`config.mk`:
```
export PLATFORM = sky130hd
export DESIGN_NAME = saved_status_capture_restore
export DESIGN_NICKNAME = d
export VERILOG_FILES = /design/src/common/saved_status_pkg.sv /design/src/saved_status_capture_restore.sv
export VERILOG_INCLUDE_DIRS = /design/src /design/src/common
export SDC_FILE = /design/constraint.sdc
export NUM_CORES = 1
export LEC_CHECK = 0
export BUFFER_PORTS_ARGS = -buffer_cell sky130_fd_sc_hd__buf_2
export CAP_MARGIN = 20
export CORE_ASPECT_RATIO = 1.1
export CORE_MARGIN = 5
export CORE_UTILIZATION = 40
export DETAILED_ROUTE_END_ITERATION = 10
export PLACE_DENSITY = 0.81
export SYNTH_ARGS = -nofsm -noshare
export SYNTH_HDL_FRONTEND = slang
export SYNTH_SLANG_ARGS = --single-unit
```
`constraint.sdc`:
```
create_clock -name clk -period 2.4 [get_ports clk]
set_input_delay 0.24 -clock clk [delete_from_list [all_inputs] [get_ports clk]]
set_output_delay 0.24 -clock clk [all_outputs]
set_load 0.03 [all_outputs]
```
`src/common/saved_status_defines.svh`:
```
// Bit positions, encodings and access codes of the saved status words
// Contract
// - Hyp 64-bit entry saves illegal flag bit 20, step bit 21; restores them
// - Hyp 64-bit store bypass at bit 12 when present, else zero
// - Hyp 64-bit masks: debug 9, serror 8, irq 7, fiq 6 saved and restored
// - Entry from 64-bit writes bit 4 zero; fixed zero without 32-bit support (monitor word keeps a written bit 4)
// - Hyp level/stack codes 0000, 0100, 0101, 1000, 1001
// - Hyp return with reserved or unimplemented level code is illegal
// - Bits 3:2 from level, bit 0 from stack select; bit 1 zero
// - Read of hyp encoding returns hyp word at levels 2, 3; else undefined
// - Write of hyp encoding loads hyp word at levels 2, 3; else undefined
// - Supervisor read: undefined at 0, redirected to hyp at 2 with host mode
// - Supervisor write: undefined at 0, hyp at 2 with host mode, else sup
// - Monitor word exists only with level 3; else accesses undefined
// - Monitor word 64 bits; upper half zero for 32-bit state
// - Monitor 32-bit: flags N Z C V Q in bits 31 to 27
// - Monitor 32-bit: cond block state in bits 26:25 and 15:10
// - Monitor 32-bit: store bypass bit 23, access never bit 22, else zero
// - Monitor 32-bit: greater-equal flags in bits 19:16
// - Monitor 32-bit: endianness flag in bit 9
// - After a monitor return in 64-bit state the word is unknown
// - Endianness bit fixed zero or one when an endianness is unsupported
// - Monitor entry from 32-bit sets bit 4 to one
// - Monitor 32-bit mode codes in bits 3:0; other codes reserved
// - Monitor 32-bit masks serror 8, irq 7, fiq 6
`ifndef SAVED_STATUS_DEFINES_SVH
`define SAVED_STATUS_DEFINES_SVH
`define B_N 31
`define B_Q 27
`define B_IT_LO 25
`define B_SSBS32 23
`define B_PAN 22
`define B_SS 21
`define B_IL 20
`define B_GE 16
`define B_SSBS64 12
`define B_IT_HI 10
`define B_D 9
`define B_E 9
`define B_A 8
`define B_I 7
`define B_F 6
`define B_T 5
`define B_NRW 4
`define B_M 0
`define HYP_KEEP_MASK 64'h0000_0000_F070_13DF
`define LOW_HALF_MASK 64'h0000_0000_FFFF_FFFF
`define SP_L0 4'h0
`define SP_L1_SHARED 4'h4
`define SP_L1_OWN 4'h5
`define SP_L2_SHARED 4'h8
`define SP_L2_OWN 4'h9
`define SP_L3_SHARED 4'hC
`define SP_L3_OWN 4'hD
`define MODE_USR 4'h0
`define MODE_FIQ 4'h1
`define MODE_IRQ 4'h2
`define MODE_SVC 4'h3
`define MODE_MON 4'h6
`define MODE_ABT 4'h7
`define MODE_HYP 4'hA
`define MODE_UND 4'hB
`define MODE_SYS 4'hF
`define OP0_SYS 2'h3
`define OP1_SUP 3'h0
`define OP1_HYP 3'h4
`define OP1_MON 3'h6
`define CRN_SPSR 4'h4
`define CRM_SPSR 4'h0
`define OP2_SPSR 3'h0
`endif

```
`src/common/saved_status_pkg.sv`:
```
// Types shared by the saved status block
package saved_status_pkg;
  typedef enum logic [1:0] {LVL0, LVL1, LVL2, LVL3} level_t;
  typedef enum logic [1:0] {TGT_NONE, TGT_SUP, TGT_HYP, TGT_MON} target_t;
endpackage

```
`src/saved_status_capture_restore.sv`:
```
// Saved status capture, restore and system register access
`timescale 1ns/10ps
`include "saved_status_defines.svh"
module saved_status_capture_restore
  import saved_status_pkg::*;
#(
  parameter bit HAVE_MONITOR = 1'b1,
  parameter bit HAVE_NARROW = 1'b1,
  parameter bit HAVE_STORE_BYPASS_FLAG = 1'b1,
  parameter bit HAVE_PAN = 1'b1,
  parameter bit HAVE_BIG_ENDIAN = 1'b1,
  parameter bit HAVE_LITTLE_ENDIAN = 1'b1,
  parameter bit HAVE_HYP_LEVEL = 1'b1
)(
  input wire logic clk,
  input wire logic rst_n,
  // Exception entry
  input wire logic entry_valid,
  input wire logic entry_to_mon,
  input wire logic entry_from_narrow,
  input wire logic [4:0] cur_nzcvq,
  input wire logic [7:0] cur_cond_block,
  input wire logic [3:0] cur_greater_equal,
  input wire logic cur_store_bypass,
  input wire logic cur_priv_access_never,
  input wire logic cur_single_step,
  input wire logic cur_illegal_state,
  input wire logic cur_endian,
  input wire logic cur_thumb,
  input wire logic [3:0] cur_masks,
  input wire logic [1:0] cur_level,
  input wire logic cur_stack_sel,
  input wire logic [3:0] cur_narrow_mode,
  // Exception return
  input wire logic return_valid,
  input wire logic return_from_mon,
  output logic [63:0] restore_word,
  output logic restore_narrow,
  output logic restore_illegal,
  // System register access
  input wire logic sysreg_valid,
  input wire logic sysreg_write,
  input wire logic [1:0] sysreg_op0,
  input wire logic [2:0] sysreg_op1,
  input wire logic [3:0] sysreg_crn,
  input wire logic [3:0] sysreg_crm,
  input wire logic [2:0] sysreg_op2,
  input wire logic [63:0] sysreg_wdata,
  input wire logic host_mode_control,
  input wire logic [63:0] supervisor_saved_status,
  output logic supervisor_wr,
  output logic [63:0] supervisor_wdata,
  output logic [63:0] sysreg_rdata,
  output logic sysreg_undef
);

  // Refuse configurations the capture and restore paths cannot serve
  if (!HAVE_BIG_ENDIAN && !HAVE_LITTLE_ENDIAN)
  begin : g_no_endian
    $error("At least one endianness must be supported");
  end

  // A kept bit above the low half would break reserved read-as-zero
  if ((`HYP_KEEP_MASK & ~`LOW_HALF_MASK) != 64'h0000_0000_0000_0000)
  begin : g_keep_mask
    $error("Hyp keep mask reaches the reserved upper half");
  end

  //////////////////////////////////////////////////////////////////////////
  // Entry capture layouts

  logic [63:0] hyp_wide_word;
  logic [63:0] mon_narrow_word;
  logic [63:0] mon_wide_word;
  logic [63:0] hyp_saved_status_q;
  logic [63:0] monitor_saved_status_q;
  logic mon_narrow_q;
  level_t cur_lvl;
  logic lvl_hi;
  assign cur_lvl = level_t'(cur_level);
  // Levels 2 and 3 both reach the hyp word under its own name
  assign lvl_hi = cur_lvl == LVL2 || cur_lvl == LVL3;

  function automatic logic fix_endian(input logic e);
    fix_endian = !HAVE_BIG_ENDIAN ? 1'b0 :
      (!HAVE_LITTLE_ENDIAN ? 1'b1 : e);
  endfunction

  // Reserved positions are left zero by construction
  always_comb
  begin
    hyp_wide_word = 64'h0000_0000_0000_0000;
    hyp_wide_word[`B_N -: 4] = cur_nzcvq[4:1];
    hyp_wide_word[`B_PAN] = HAVE_PAN & cur_priv_access_never;
    hyp_wide_word[`B_SS] = cur_single_step;
    hyp_wide_word[`B_IL] = cur_illegal_state;
    hyp_wide_word[`B_SSBS64] = HAVE_STORE_BYPASS_FLAG & cur_store_bypass;
    hyp_wide_word[`B_D -: 4] = cur_masks;
    hyp_wide_word[`B_NRW] = 1'b0;
    hyp_wide_word[`B_M + 3 -: 2] = cur_level;
    hyp_wide_word[`B_M + 1] = 1'b0;
    hyp_wide_word[`B_M] = cur_stack_sel;
  end

  always_comb
  begin
    mon_narrow_word = 64'h0000_0000_0000_0000;
    mon_narrow_word[`B_N -: 5] = cur_nzcvq;
    mon_narrow_word[`B_IT_LO +: 2] = cur_cond_block[1:0];
    mon_narrow_word[`B_IT_HI +: 6] = cur_cond_block[7:2];
    mon_narrow_word[`B_SSBS32] = HAVE_STORE_BYPASS_FLAG & cur_store_bypass;
    mon_narrow_word[`B_PAN] = HAVE_PAN & cur_priv_access_never;
    mon_narrow_word[`B_SS] = cur_single_step;
    mon_narrow_word[`B_IL] = cur_illegal_state;
    mon_narrow_word[`B_GE +: 4] = cur_greater_equal;
    mon_narrow_word[`B_E] = fix_endian(cur_endian);
    mon_narrow_word[`B_A -: 3] = cur_masks[2:0];
    mon_narrow_word[`B_T] = cur_thumb;
    mon_narrow_word[`B_NRW] = 1'b1;
    mon_narrow_word[`B_M +: 4] = cur_narrow_mode;
  end

  // Monitor wide layout mirrors the hyp one
  assign mon_wide_word = hyp_wide_word;

  //////////////////////////////////////////////////////////////////////////
  // Access decode

  logic enc_base;
  target_t tgt;
  always_comb
  begin
    enc_base = sysreg_op0 == `OP0_SYS && sysreg_crn == `CRN_SPSR &&
      sysreg_crm == `CRM_SPSR && sysreg_op2 == `OP2_SPSR;
    tgt = TGT_NONE;
    if (sysreg_valid && enc_base)
    begin
      case (sysreg_op1)
        `OP1_HYP:
          if (lvl_hi)
            tgt = TGT_HYP;
        `OP1_SUP:
          if (cur_lvl == LVL2 && host_mode_control)
            tgt = TGT_HYP;
          else if (cur_lvl != LVL0)
            tgt = TGT_SUP;
        `OP1_MON:
          if (HAVE_MONITOR && cur_lvl == LVL3)
            tgt = TGT_MON;
        default:
          tgt = TGT_NONE;
      endcase
    end
  end

  // Refused accesses drive zero read data and raise no write strobe
  logic access_hit;
  assign access_hit = sysreg_valid && enc_base &&
    (sysreg_op1 == `OP1_HYP || sysreg_op1 == `OP1_SUP ||
     sysreg_op1 == `OP1_MON);
  assign sysreg_undef = access_hit && tgt == TGT_NONE;
  assign supervisor_wr = sysreg_write && tgt == TGT_SUP;
  assign supervisor_wdata = sysreg_wdata;

  always_comb
  begin
    case (tgt)
      TGT_HYP: sysreg_rdata = hyp_saved_status_q;
      TGT_MON: sysreg_rdata = monitor_saved_status_q;
      TGT_SUP: sysreg_rdata = supervisor_saved_status;
      default: sysreg_rdata = 64'h0000_0000_0000_0000;
    endcase
  end

  //////////////////////////////////////////////////////////////////////////
  // Saved words; reset only for a clean start, value has no meaning

  logic hyp_sw_wr;
  logic mon_sw_wr;
  assign hyp_sw_wr = sysreg_write && tgt == TGT_HYP;
  assign mon_sw_wr = sysreg_write && tgt == TGT_MON;

  // Software writes to the hyp word cannot set reserved bits or bit 4 without narrow support
  logic [63:0] hyp_wmask;
  assign hyp_wmask = HAVE_NARROW ? `HYP_KEEP_MASK :
    (`HYP_KEEP_MASK & ~(64'h0000_0000_0000_0001 << `B_NRW));

  // A narrow image written by software keeps its upper half clear; a
  // wide image is stored as written
  logic [63:0] mon_wdata;
  always_comb
  begin
    if (HAVE_NARROW && sysreg_wdata[`B_NRW])
      mon_wdata = sysreg_wdata & `LOW_HALF_MASK;
    else
      mon_wdata = sysreg_wdata;
  end

  // Narrow entries to hyp leave the word alone; that layout is not held
  always_ff @(posedge clk or negedge rst_n)
  begin
    if (!rst_n)
      hyp_saved_status_q <= 64'h0000_0000_0000_0000;
    else if (entry_valid && !entry_to_mon && !entry_from_narrow)
      hyp_saved_status_q <= hyp_wide_word;
    else if (hyp_sw_wr)
      hyp_saved_status_q <= sysreg_wdata & hyp_wmask;
  end

  always_ff @(posedge clk or negedge rst_n)
  begin
    if (!rst_n)
      monitor_saved_status_q <= 64'h0000_0000_0000_0000;
    else if (!HAVE_MONITOR)
      monitor_saved_status_q <= 64'h0000_0000_0000_0000;
    else if (entry_valid && entry_to_mon)
      monitor_saved_status_q <= entry_from_narrow ? mon_narrow_word :
        mon_wide_word;
    else if (return_valid && return_from_mon && !mon_narrow_q)
      monitor_saved_status_q <= 64'h0000_0000_0000_0000;
    else if (mon_sw_wr)
      monitor_saved_status_q <= mon_wdata;
  end

  always_ff @(posedge clk or negedge rst_n)
  begin
    if (!rst_n)
      mon_narrow_q <= 1'b0;
    else if (entry_valid && entry_to_mon)
      mon_narrow_q <= entry_from_narrow;
  end

  //////////////////////////////////////////////////////////////////////////
  // Return: registered restore image and legality

  logic [63:0] ret_src;
  logic [3:0] ret_m;
  logic ret_nrw;
  logic wide_bad;
  logic narrow_bad;
  logic ret_bad;
  always_comb
  begin
    ret_src = return_from_mon ? monitor_saved_status_q : hyp_saved_status_q;
    ret_m = ret_src[`B_M +: 4];
    ret_nrw = HAVE_NARROW & ret_src[`B_NRW];
  end

  // Level 3 codes only make sense when leaving the monitor level
  always_comb
  begin
    case (ret_m)
      `SP_L0, `SP_L1_SHARED, `SP_L1_OWN: wide_bad = 1'b0;
      `SP_L2_SHARED, `SP_L2_OWN: wide_bad = !HAVE_HYP_LEVEL;
      `SP_L3_SHARED, `SP_L3_OWN: wide_bad = !return_from_mon;
      default: wide_bad = 1'b1;
    endcase
  end

  always_comb
  begin
    case (ret_m)
      `MODE_USR, `MODE_FIQ, `MODE_IRQ, `MODE_SVC, `MODE_ABT, `MODE_UND,
      `MODE_SYS: narrow_bad = 1'b0;
      `MODE_HYP: narrow_bad = !HAVE_HYP_LEVEL;
      `MODE_MON: narrow_bad = !HAVE_MONITOR;
      default: narrow_bad = 1'b1;
    endcase
  end

  assign ret_bad = ret_nrw ? narrow_bad : wide_bad;

  always_ff @(posedge clk or negedge rst_n)
  begin
    if (!rst_n)
      restore_word <= 64'h0000_0000_0000_0000;
    else if (return_valid)
    begin
      restore_word <= ret_src;
      // Bit 9 is the debug mask in a wide image; fix endianness only narrow
      if (ret_nrw)
        restore_word[`B_E] <= fix_endian(ret_src[`B_E]);
    end
  end

  always_ff @(posedge clk or negedge rst_n)
  begin
    if (!rst_n)
      restore_narrow <= 1'b0;
    else if (return_valid)
      restore_narrow <= ret_nrw;
  end

  // One-cycle pulse; the sequencer samples it with the restored image
  always_ff @(posedge clk or negedge rst_n)
  begin
    if (!rst_n)
      restore_illegal <= 1'b0;
    else
      restore_illegal <= return_valid & ret_bad;
  end

endmodule

```
After elaboration in Yosys (flattened, before gate mapping). Memory sizes are Yosys's and may differ from the RTL's. Cells that the tools add are included.

Register bits: 195. Memories: 1. Bits of input ports: 188. ROM bits: 16. Logic and storage cells: 72. Output and inout port bits: 196.

Memory list: (name not given) (words 16, bits a word 1, read ports 1, clocked after memory_dff 0, write ports 0, RTL line saved_status_capture_restore.sv:262) `case (ret_m)`.

Bitwise logic cells: 1. Reduce and logical (&&, ||, !) cells: 32. Multiplexer cells: 17. Equal/unequal tests: 15.

Operators by type and width (number): $mux 64 (7); $pmux 64 s3 (1); $mux 28 (1); $eq 4x4->1 const B (4); $logic_and 1x1->1 (15); $eq 4x3->1 const B (3); $eq 2x2->1 const B (5); $logic_not 4->1 (2); $mux 2 (4); $eq 3x3->1 const B (2); $logic_not 3->1 (2); $pmux 2 s3 (1); $reduce_or 5->1 (1); $logic_not 1->1 (4); $reduce_bool 2->1 (2); $logic_or 1x1->1 (3); $reduce_bool 3->1 (1); $eq 2x1->1 const B (1); $logic_not 2->1 (1); $mux 1 (2); $pmux 1 s2 (1); $reduce_or 2->1 (1); $and 1x1->1 (1).

Longest topological paths before layout. Gate-level depths: netlist (run 1).

Depth after elaboration: 11. Mapped depth: 8. Mapped depth without buffers: 5.

Worst setup path before layout (run 1). Ideal clock, no wire load.

Kind: input-to-output. Start point: in sysreg_crm[0]. End point: out sysreg_rdata[0]. Slack: 0.150 ns. Data required time: 2.160 ns. Stages on the path: 7. Path buffers: 2. Arrival: 2.010 ns. Cell sequence: nor4_1 > o2111ai_1 > or3_1 > buf_2 > nor2_2 > buf_2 > a221o_1.

Word-level cells in the longest chain between the ends: 7. Elaborated cells on any way between the ends: 9. Classes of those cells: 3 x eq/ne; 2 x mux; 4 x reduce/logical.

Ends and longest elaborated chain: start, declared (RTL line saved_status_capture_restore.sv:46) `input wire logic [3:0] sysreg_crm,`; $logic_not 4->1 (no line) *; $logic_and 1x1->1 (no line) * (2 in a row); $logic_and 1x1->1 * (RTL line saved_status_capture_restore.sv:136) `if (sysreg_valid && enc_base)`; $mux 2 * (RTL line saved_status_capture_restore.sv:136); $eq 2x1->1 / $eq 2x2->1 (equally long branches) (RTL line saved_status_capture_restore.sv:167) `case (tgt)`; $pmux 64 s3 * (RTL line saved_status_capture_restore.sv:167); end, declared (RTL line saved_status_capture_restore.sv:53) `output logic [63:0] sysreg_rdata,`.

Mark *: on every way between the ends. The rest lies on a longest branch, timed or not.

Worst setup path in the final report (run 1).
Start point: in sysreg_op2[1]. End point: out sysreg_rdata[15].

Word-level cells in the longest chain between the ends: 6. Elaborated cells on any way between the ends: 8. Classes of those cells: 3 x eq/ne; 2 x mux; 3 x reduce/logical.

Ends and longest elaborated chain: start, declared (RTL line saved_status_capture_restore.sv:47) `input wire logic [2:0] sysreg_op2,`; $logic_not 3->1 (no line) *; $logic_and 1x1->1 (no line) *; $logic_and 1x1->1 * (RTL line saved_status_capture_restore.sv:136); $mux 2 * (RTL line saved_status_capture_restore.sv:136); $eq 2x1->1 / $eq 2x2->1 (equally long branches) (RTL line saved_status_capture_restore.sv:167); $pmux 64 s3 * (RTL line saved_status_capture_restore.sv:167).

Marked as above.

==> impl_metrics.ini, run 1 <==
[critical_path]
r2r-start = mon_narrow_q$_DFFE_PN0P_
critPathBufInv = 4
arrival_ps = 2200
r2r.worst_path.cells = 4
path_delay_family = simple AND/OR/NAND/NOR gates
cp.required_ps = 2160
max_stage_delay_ps = 440
reg2reg_to = monitor_saved_status_q[47]$_DFFE_PN0P_
start_kind = input port
path_common_cell = buf_6
cp_slowest_cell = or3_4
crit_chain = buf_6 -> nor4_4 -> o2111ai_2 -> or3_4 -> a21oi_4 -> buf_12 -> buf_6 -> a22o_1 -> buf_4
cp_max_fo = 8
ff2ff_setup_slack_ps = 890
worst-setup-path-type = in -> out
critPathCaptureType = output pin

[route]
avgViaCountPerCell = 5.74
drc = 0
drtAntennaViolNets = 0
dr_total_vias = 8485
drt_first_pass_iters = 7
drt_iter0_markers = 861
wl_per_cell_um = 21.1
drt_wl_total_mm = 31.2

[floorplan]
die_x_um = 146
rows = 55
core_area_um2 = 20400
io_pins = 384
fp.dieH_um = 160
dieArea_um2 = 23400
start_util = 0.402

[synth]
syn-num-nets = 1081
syn_inst = 893
syn_area_um2 = 8190
yosys.area.top_type_share = 0.449
synth_top_cell_by_area = dfrtp_1
synth_top_flop_cell = dfrtp_1
yosys-top-cells-area = dfrtp_1 45%, buf_4 6.8%, o21ai_0 6.0%
yosysSeqAreaShare = 0.449
synthDistinctLibCells = 50
synth_edf_count = 0
synth_most_common_cell = dfrtp_1
ys_seq_elements = 147
synthArstFlopShare = 1.00
netlist_top_cells_count = 147 x dfrtp_1, 98 x o21ai_0, 83 x a21oi_1, 79 x inv_1, 74 x buf_4
syn_area_per_cell_um2 = 9.17
ys_warn_count = 0

[sta]
rsz0062_at_grt = yes
fin_crit_ps = 2440
fmax_ghz = 0.410
final.setup.worst_slack_ps = -40.1
fin_skew_ps = 9.44
worst_pin_slew_ps = 679
fin_crit_sh = 1.02
slew_headroom = 0.547
final_max_slew_viol_count = 0
setup_tns_ps = -707
setup_viol = 43
hold_viol = 0

[finish]
syn2layout_area_growth_pct = 37.3
nets = 1396
nFillCells = 1794
drive_gt1_frac = 0.397

[global_routing]
grt_overflow = 0
grt_pass1_vias = 8199
grt_max_degree = 76
track_usage = 0.242
grt_pass1_wl_mm = 45.4
antenna_found_initial = 1

[placement]
place_congestion = 0.904
portBuffers = 383
dp_hpwl_mm = 21.5

[clock_network]
cts_buffer_depth = 2
clkTransAtPathRegs_ps = 70
htree_levels = 4
cts_buffers = 17
cts_tree = done
cts_root_buf = clkbuf_16
insertion_delay_ps = 410
clock-sinks = 147

[power_and_ir_drop]
p_leak_nw = 5.49
pwr_density_cell_nw_per_um2 = 610
ir_drop_mv = 0.455
finalPower_w = 0.00686

[worst_hold_path]
hold_depth = 3
min_from = cur_masks[0]
hold_path_end = hyp_saved_status_q[6]$_DFFE_PN0P_
hold_path.class = in -> reg

[status]
violations = setup timing
status = complete, but fails checks

[run]
maxCapViolCount = 0
registers in the layout, summed over array words and instances (netlist names):
signal / cells
hyp_saved_status_q: 17
restore_word: 64
mon_narrow_q: 1
restore_illegal: 1
monitor_saved_status_q: 64
tightest hold or removal path, cell delays in order:
cell	delay [ps]
buf_2	80
nand2_1	40
o21ai_0	60
how the worst max path moves through the flow:
stage,start,end,slack [ps],depth (start not counted)
finish,sysreg_op2[1],sysreg_rdata[15],-40,9
global route,sysreg_op2[1],sysreg_rdata[3],-80,9
CTS,sysreg_crm[0],sysreg_rdata[25],20,10
detailed placement,sysreg_crm[0],sysreg_rdata[52],-190,8
global placement,sysreg_crm[0],sysreg_rdata[52],-20,8
floorplan,sysreg_crm[0],sysreg_rdata[0],150,7
metrics by stage:
step / instance area, um^2 / cells / setup slack, ps / utilization / hold WS (ps)
floorplan: 8190 / 893 / 150 / - / -55.6
global placement: 10000 / 1430 / -18.1 / 0.491 / 282
detailed placement: 10000 / 1430 / -194 / 0.491 / 279
CTS: 10800 / 1466 / 17.4 / 0.530 / 28.2
global route: 11200 / 1478 / -80.0 / 0.552 / 42.0
finish: 11200 / 1478 / -40.1 / 0.552 / 45.7
where the power goes:
part / switching (W) / internal [W] / leakage, nW
sequential: 0.000193 / 0.00268 / 1.92
clock: 0.00115 / 0.00160 / 0.287
combinational: 0.000801 / 0.000435 / 3.29
total: 0.00215 / 0.00471 / 5.49
layout by cell type (no fill, tap or decap), drive strengths merged, types with 2 or more instances in the layout:
| cell type | n |
|---|---|
| nand4 | 33 |
| a221o | 17 |
| a2111oi | 2 |
| o21ai | 101 |
| nand2 | 27 |
| a21o | 2 |
| nand3 | 40 |
| nand3b | 3 |
| and2 | 19 |
| clkbuf | 22 |
| nor2b | 6 |
| o2111ai | 2 |
| nor3 | 2 |
| nor4 | 2 |
| a31oi | 16 |
| dfrtp | 147 |
| o22a | 16 |
| mux2i | 38 |
| a221oi | 15 |
| a21oi | 85 |
| a22o | 47 |
| and3 | 11 |
| nor4bb | 2 |
| bufinv | 2 |
| nor2 | 27 |
| clkinvlp | 4 |
| buf | 433 |
| inv | 86 |
layout make-up:
type | count | area, um^2 | share of cell area
Sequential cell | 147 | 3680 | 0.327
Multi-Input combinational cell | 525 | 3450 | 0.307
Timing Repair Buffer | 438 | 2890 | 0.257
Clock buffer | 18 | 439 | 0.0390
Tap cell | 256 | 320 | 0.0285
Inverter | 79 | 297 | 0.0264
Clock inverter | 14 | 170 | 0.0151
Antenna cell | 1 | 2.50 | 0.000222
repair_timing:
action,in CTS,in global routing
cloned,1,7
setup endpoints to repair,65,65
hold buffers,1,0
pin swaps,1,28
setup buffers,2,4
resized for setup,33,107
endpoints found under the hold margin,60,0
per-layer routing:
layer | up-vias | wire length [um] | GRT usage
met5 | - | 0 | 0
met4 | 0 | 1330 | 0.0847
met3 | 90 | 2490 | 0.0522
met1 | 4078 | 12000 | 0.294
li1 | 3781 | - | -
met2 | 536 | 15500 | 0.423
logic make-up after synthesis:
logic type	after synthesis	share of synthesized area
DFF	147	0.449
muxes	38	0.0464
buffers and inverters	221	0.139
and+or+nand+nor	178	0.118
AOI/OAI and AO/OA	309	0.247
No activity file was read; power rests on OpenSTA's default activity.
==> run 2: changes to the inputs <==
--- a/config.mk
+++ b/config.mk
@@ -11,8 +11,9 @@
 export CORE_ASPECT_RATIO = 1.1
 export CORE_MARGIN = 5
 export CORE_UTILIZATION = 40
+export CTS_CLUSTER_SIZE = 40
 export DETAILED_ROUTE_END_ITERATION = 10
-export PLACE_DENSITY = 0.81
+export PLACE_DENSITY = 0.7
 export SYNTH_ARGS = -nofsm -noshare
 export SYNTH_HDL_FRONTEND = slang
 export SYNTH_SLANG_ARGS = --single-unit
==> run 2 against run 1 <==
The flow now finishes without violations. Count of clock-buffer cells in the layout grew 1. Clock power grew 6%. Non-clock buffer count shrank 15. Cell area shrank 2.0%. First-iteration DRC count shrank 36%. Maximum frequency grew 1.7%. Sequential power is essentially flat. Utilization shrank 1.1 points. Global-route usage grew 0.099 points. Power grew 2.2%. Register-to-register slack lost 30 ps. Flip-flop and latch count is the same. Critical endpoint is now sysreg_rdata[53]. Largest cell class unchanged.
==> impl_metrics.ini, run 2 (same netlist as run 1, synthesis figures left out) <==
[clock_network]
cts_buffer_depth = 2
htree_levels = 4
cts_root_buf = clkbuf_16
cts_buffers = 17
cts_tree = done
clock-sinks = 147
clkTransAtPathRegs_ps = 60
insertion_delay_ps = 420

[global_routing]
track_usage = 0.243
antenna_found_initial = 0
grt_pass1_vias = 7984
grt_max_degree = 123
grt_overflow = 0
grt_pass1_wl_mm = 45.3

[sta]
fin_crit_ps = 2400
setup_tns_ps = 0
worst_pin_slew_ps = 726
setup_viol = 0
fin_skew_ps = 8.73
final_max_slew_viol_count = 0
slew_headroom = 0.516
final.setup.worst_slack_ps = 1.33
hold_viol = 0
rsz0062_at_grt = yes
fmax_ghz = 0.417
holdWs_ps = 33.8
fin_crit_sh = 0.999

[placement]
place_ws_ps = -231
portBuffers = 383
dp_hpwl_mm = 20.8
place_congestion = 0.930

[route]
drt_first_pass_iters = 5
drtAntennaViolNets = 0
avgViaCountPerCell = 5.55
met3_wirelength_mm = 2.25
drc = 0
m1WireLength_mm = 12.3
maxUsedRoutingLayer = met4
drt_iter0_markers = 549
drt_wl_total_mm = 30.3
dr_total_vias = 8120
wl_met2_mm = 15.0
wl_per_cell_um = 20.7

[floorplan]
io_pins = 384
dieArea_um2 = 23400
fp.dieH_um = 160
rows = 55
start_util = 0.402
die_x_um = 146
core_area_um2 = 20400

[critical_path]
critPathCaptureType = output pin
cp.required_ps = 2160
arrival_ps = 2160
worst-setup-path-type = in -> out
cp_max_fo = 12
crit_chain = buf_6 -> nor4_4 -> o2111ai_2 -> or3_4 -> a21oi_4 -> buf_4 -> buf_12 -> a22o_1 -> clkbuf_4
cp_slowest_cell = or3_4
start_kind = input port
max_stage_delay_ps = 440

[run]
maxCapViolCount = 0

[finish]
drive_gt1_frac = 0.389
reg.largest.list = monitor_saved_status_q: 64 flops, restore_word: 64 flops, hyp_saved_status_q: 17 flops
nets = 1381
final_common_cell = buf_2
nFillCells = 1866
n_antenna_cell = 0
syn2layout_area_growth_pct = 34.6
layout_common_cells = 328 x buf_2, 147 x dfrtp_1, 98 x o21ai_0

[power_and_ir_drop]
p_sw_w = 0.00211
clkPwrFrac = 0.417
switching_share = 0.302
power_frac_seq = 0.409
pwr_density_cell_nw_per_um2 = 636
p_leak_nw = 5.41
power.internal_w = 0.00489
ir_drop_mv = 0.461
p_comb_frac = 0.174

[worst_hold_path]
hold_path.class = in -> reg

[status]
status = finished clean
[run 2: final timing paths]
check	end	slack (ps)	from	cells past startpoint
max	sysreg_rdata[53]	1	sysreg_op2[1]	9
min	hyp_saved_status_q[28]$_DFFE_PN0P_	30	cur_nzcvq[1]	3
max reg2reg	monitor_saved_status_q[20]$_DFFE_PN0P_	860	mon_narrow_q$_DFFE_PN0P_	4
min reg2reg	restore_word[60]$_DFFE_PN0P_	510	monitor_saved_status_q[60]$_DFFE_PN0P_	2
max in group asynchronous	monitor_saved_status_q[3]$_DFFE_PN0P_	1370	rst_n	3
min in group asynchronous	restore_word[34]$_DFFE_PN0P_	340	rst_n	2
[run 2: area by class of cell]
cell class	count	area (um^2)	area share
Clock buffer	19	443	0.0402
Clock inverter	13	195	0.0177
Inverter	79	297	0.0269
Multi-Input combinational cell	525	3460	0.314
Sequential cell	147	3680	0.334
Tap cell	256	320	0.0291
Timing Repair Buffer	423	2630	0.239
[run 2: power by group through the flow]
stage / logic, W / clock network (W) / registers [W]
CTS: 0.00122 / 0.00297 / 0.00286
finish: 0.00122 / 0.00292 / 0.00286
global placement: 0.00119 / 0 / 0.00290
detailed placement: 0.00121 / 0 / 0.00290
global route: 0.00132 / 0.00307 / 0.00289
floorplan: 0.000613 / 0 / 0.00299
[run 2: stage by stage]
step,total power (W),util,instances,instance area [um^2]
final,0.00701,0.541,1462,11000
after global routing,0.00728,0.541,1462,11000
after CTS,0.00705,0.531,1457,10800
after detailed placement,0.00411,0.489,1420,9960
after global placement,0.00409,0.489,1420,9960
after floorplan,0.00360,-,893,8190
[run 2: worst max-delay path, delay by kind of cell]
family,cells,cell delay (ps)
AND/OR/NAND/NOR,2,750
buffers and inverters,4,610
AO/OA/AOI/OAI,3,550
[run 2: routing by layer]
layer | up-vias | GRT usage
li1 | 3746 | -
met4 | 0 | 0.0778
met3 | 50 | 0.0448
met2 | 431 | 0.411
met5 | - | 0
met1 | 3893 | 0.315
[run 2: repair_timing]
action / CTS / global route
setup buffers: 2 / 3
endpoints found under the hold margin: 51 / 0
endpoints found under the setup margin: 65 / 60
gates cloned: 2 / 3
resized for setup: 31 / 67
pin swaps: 0 / 4
hold buffers: 1 / 0
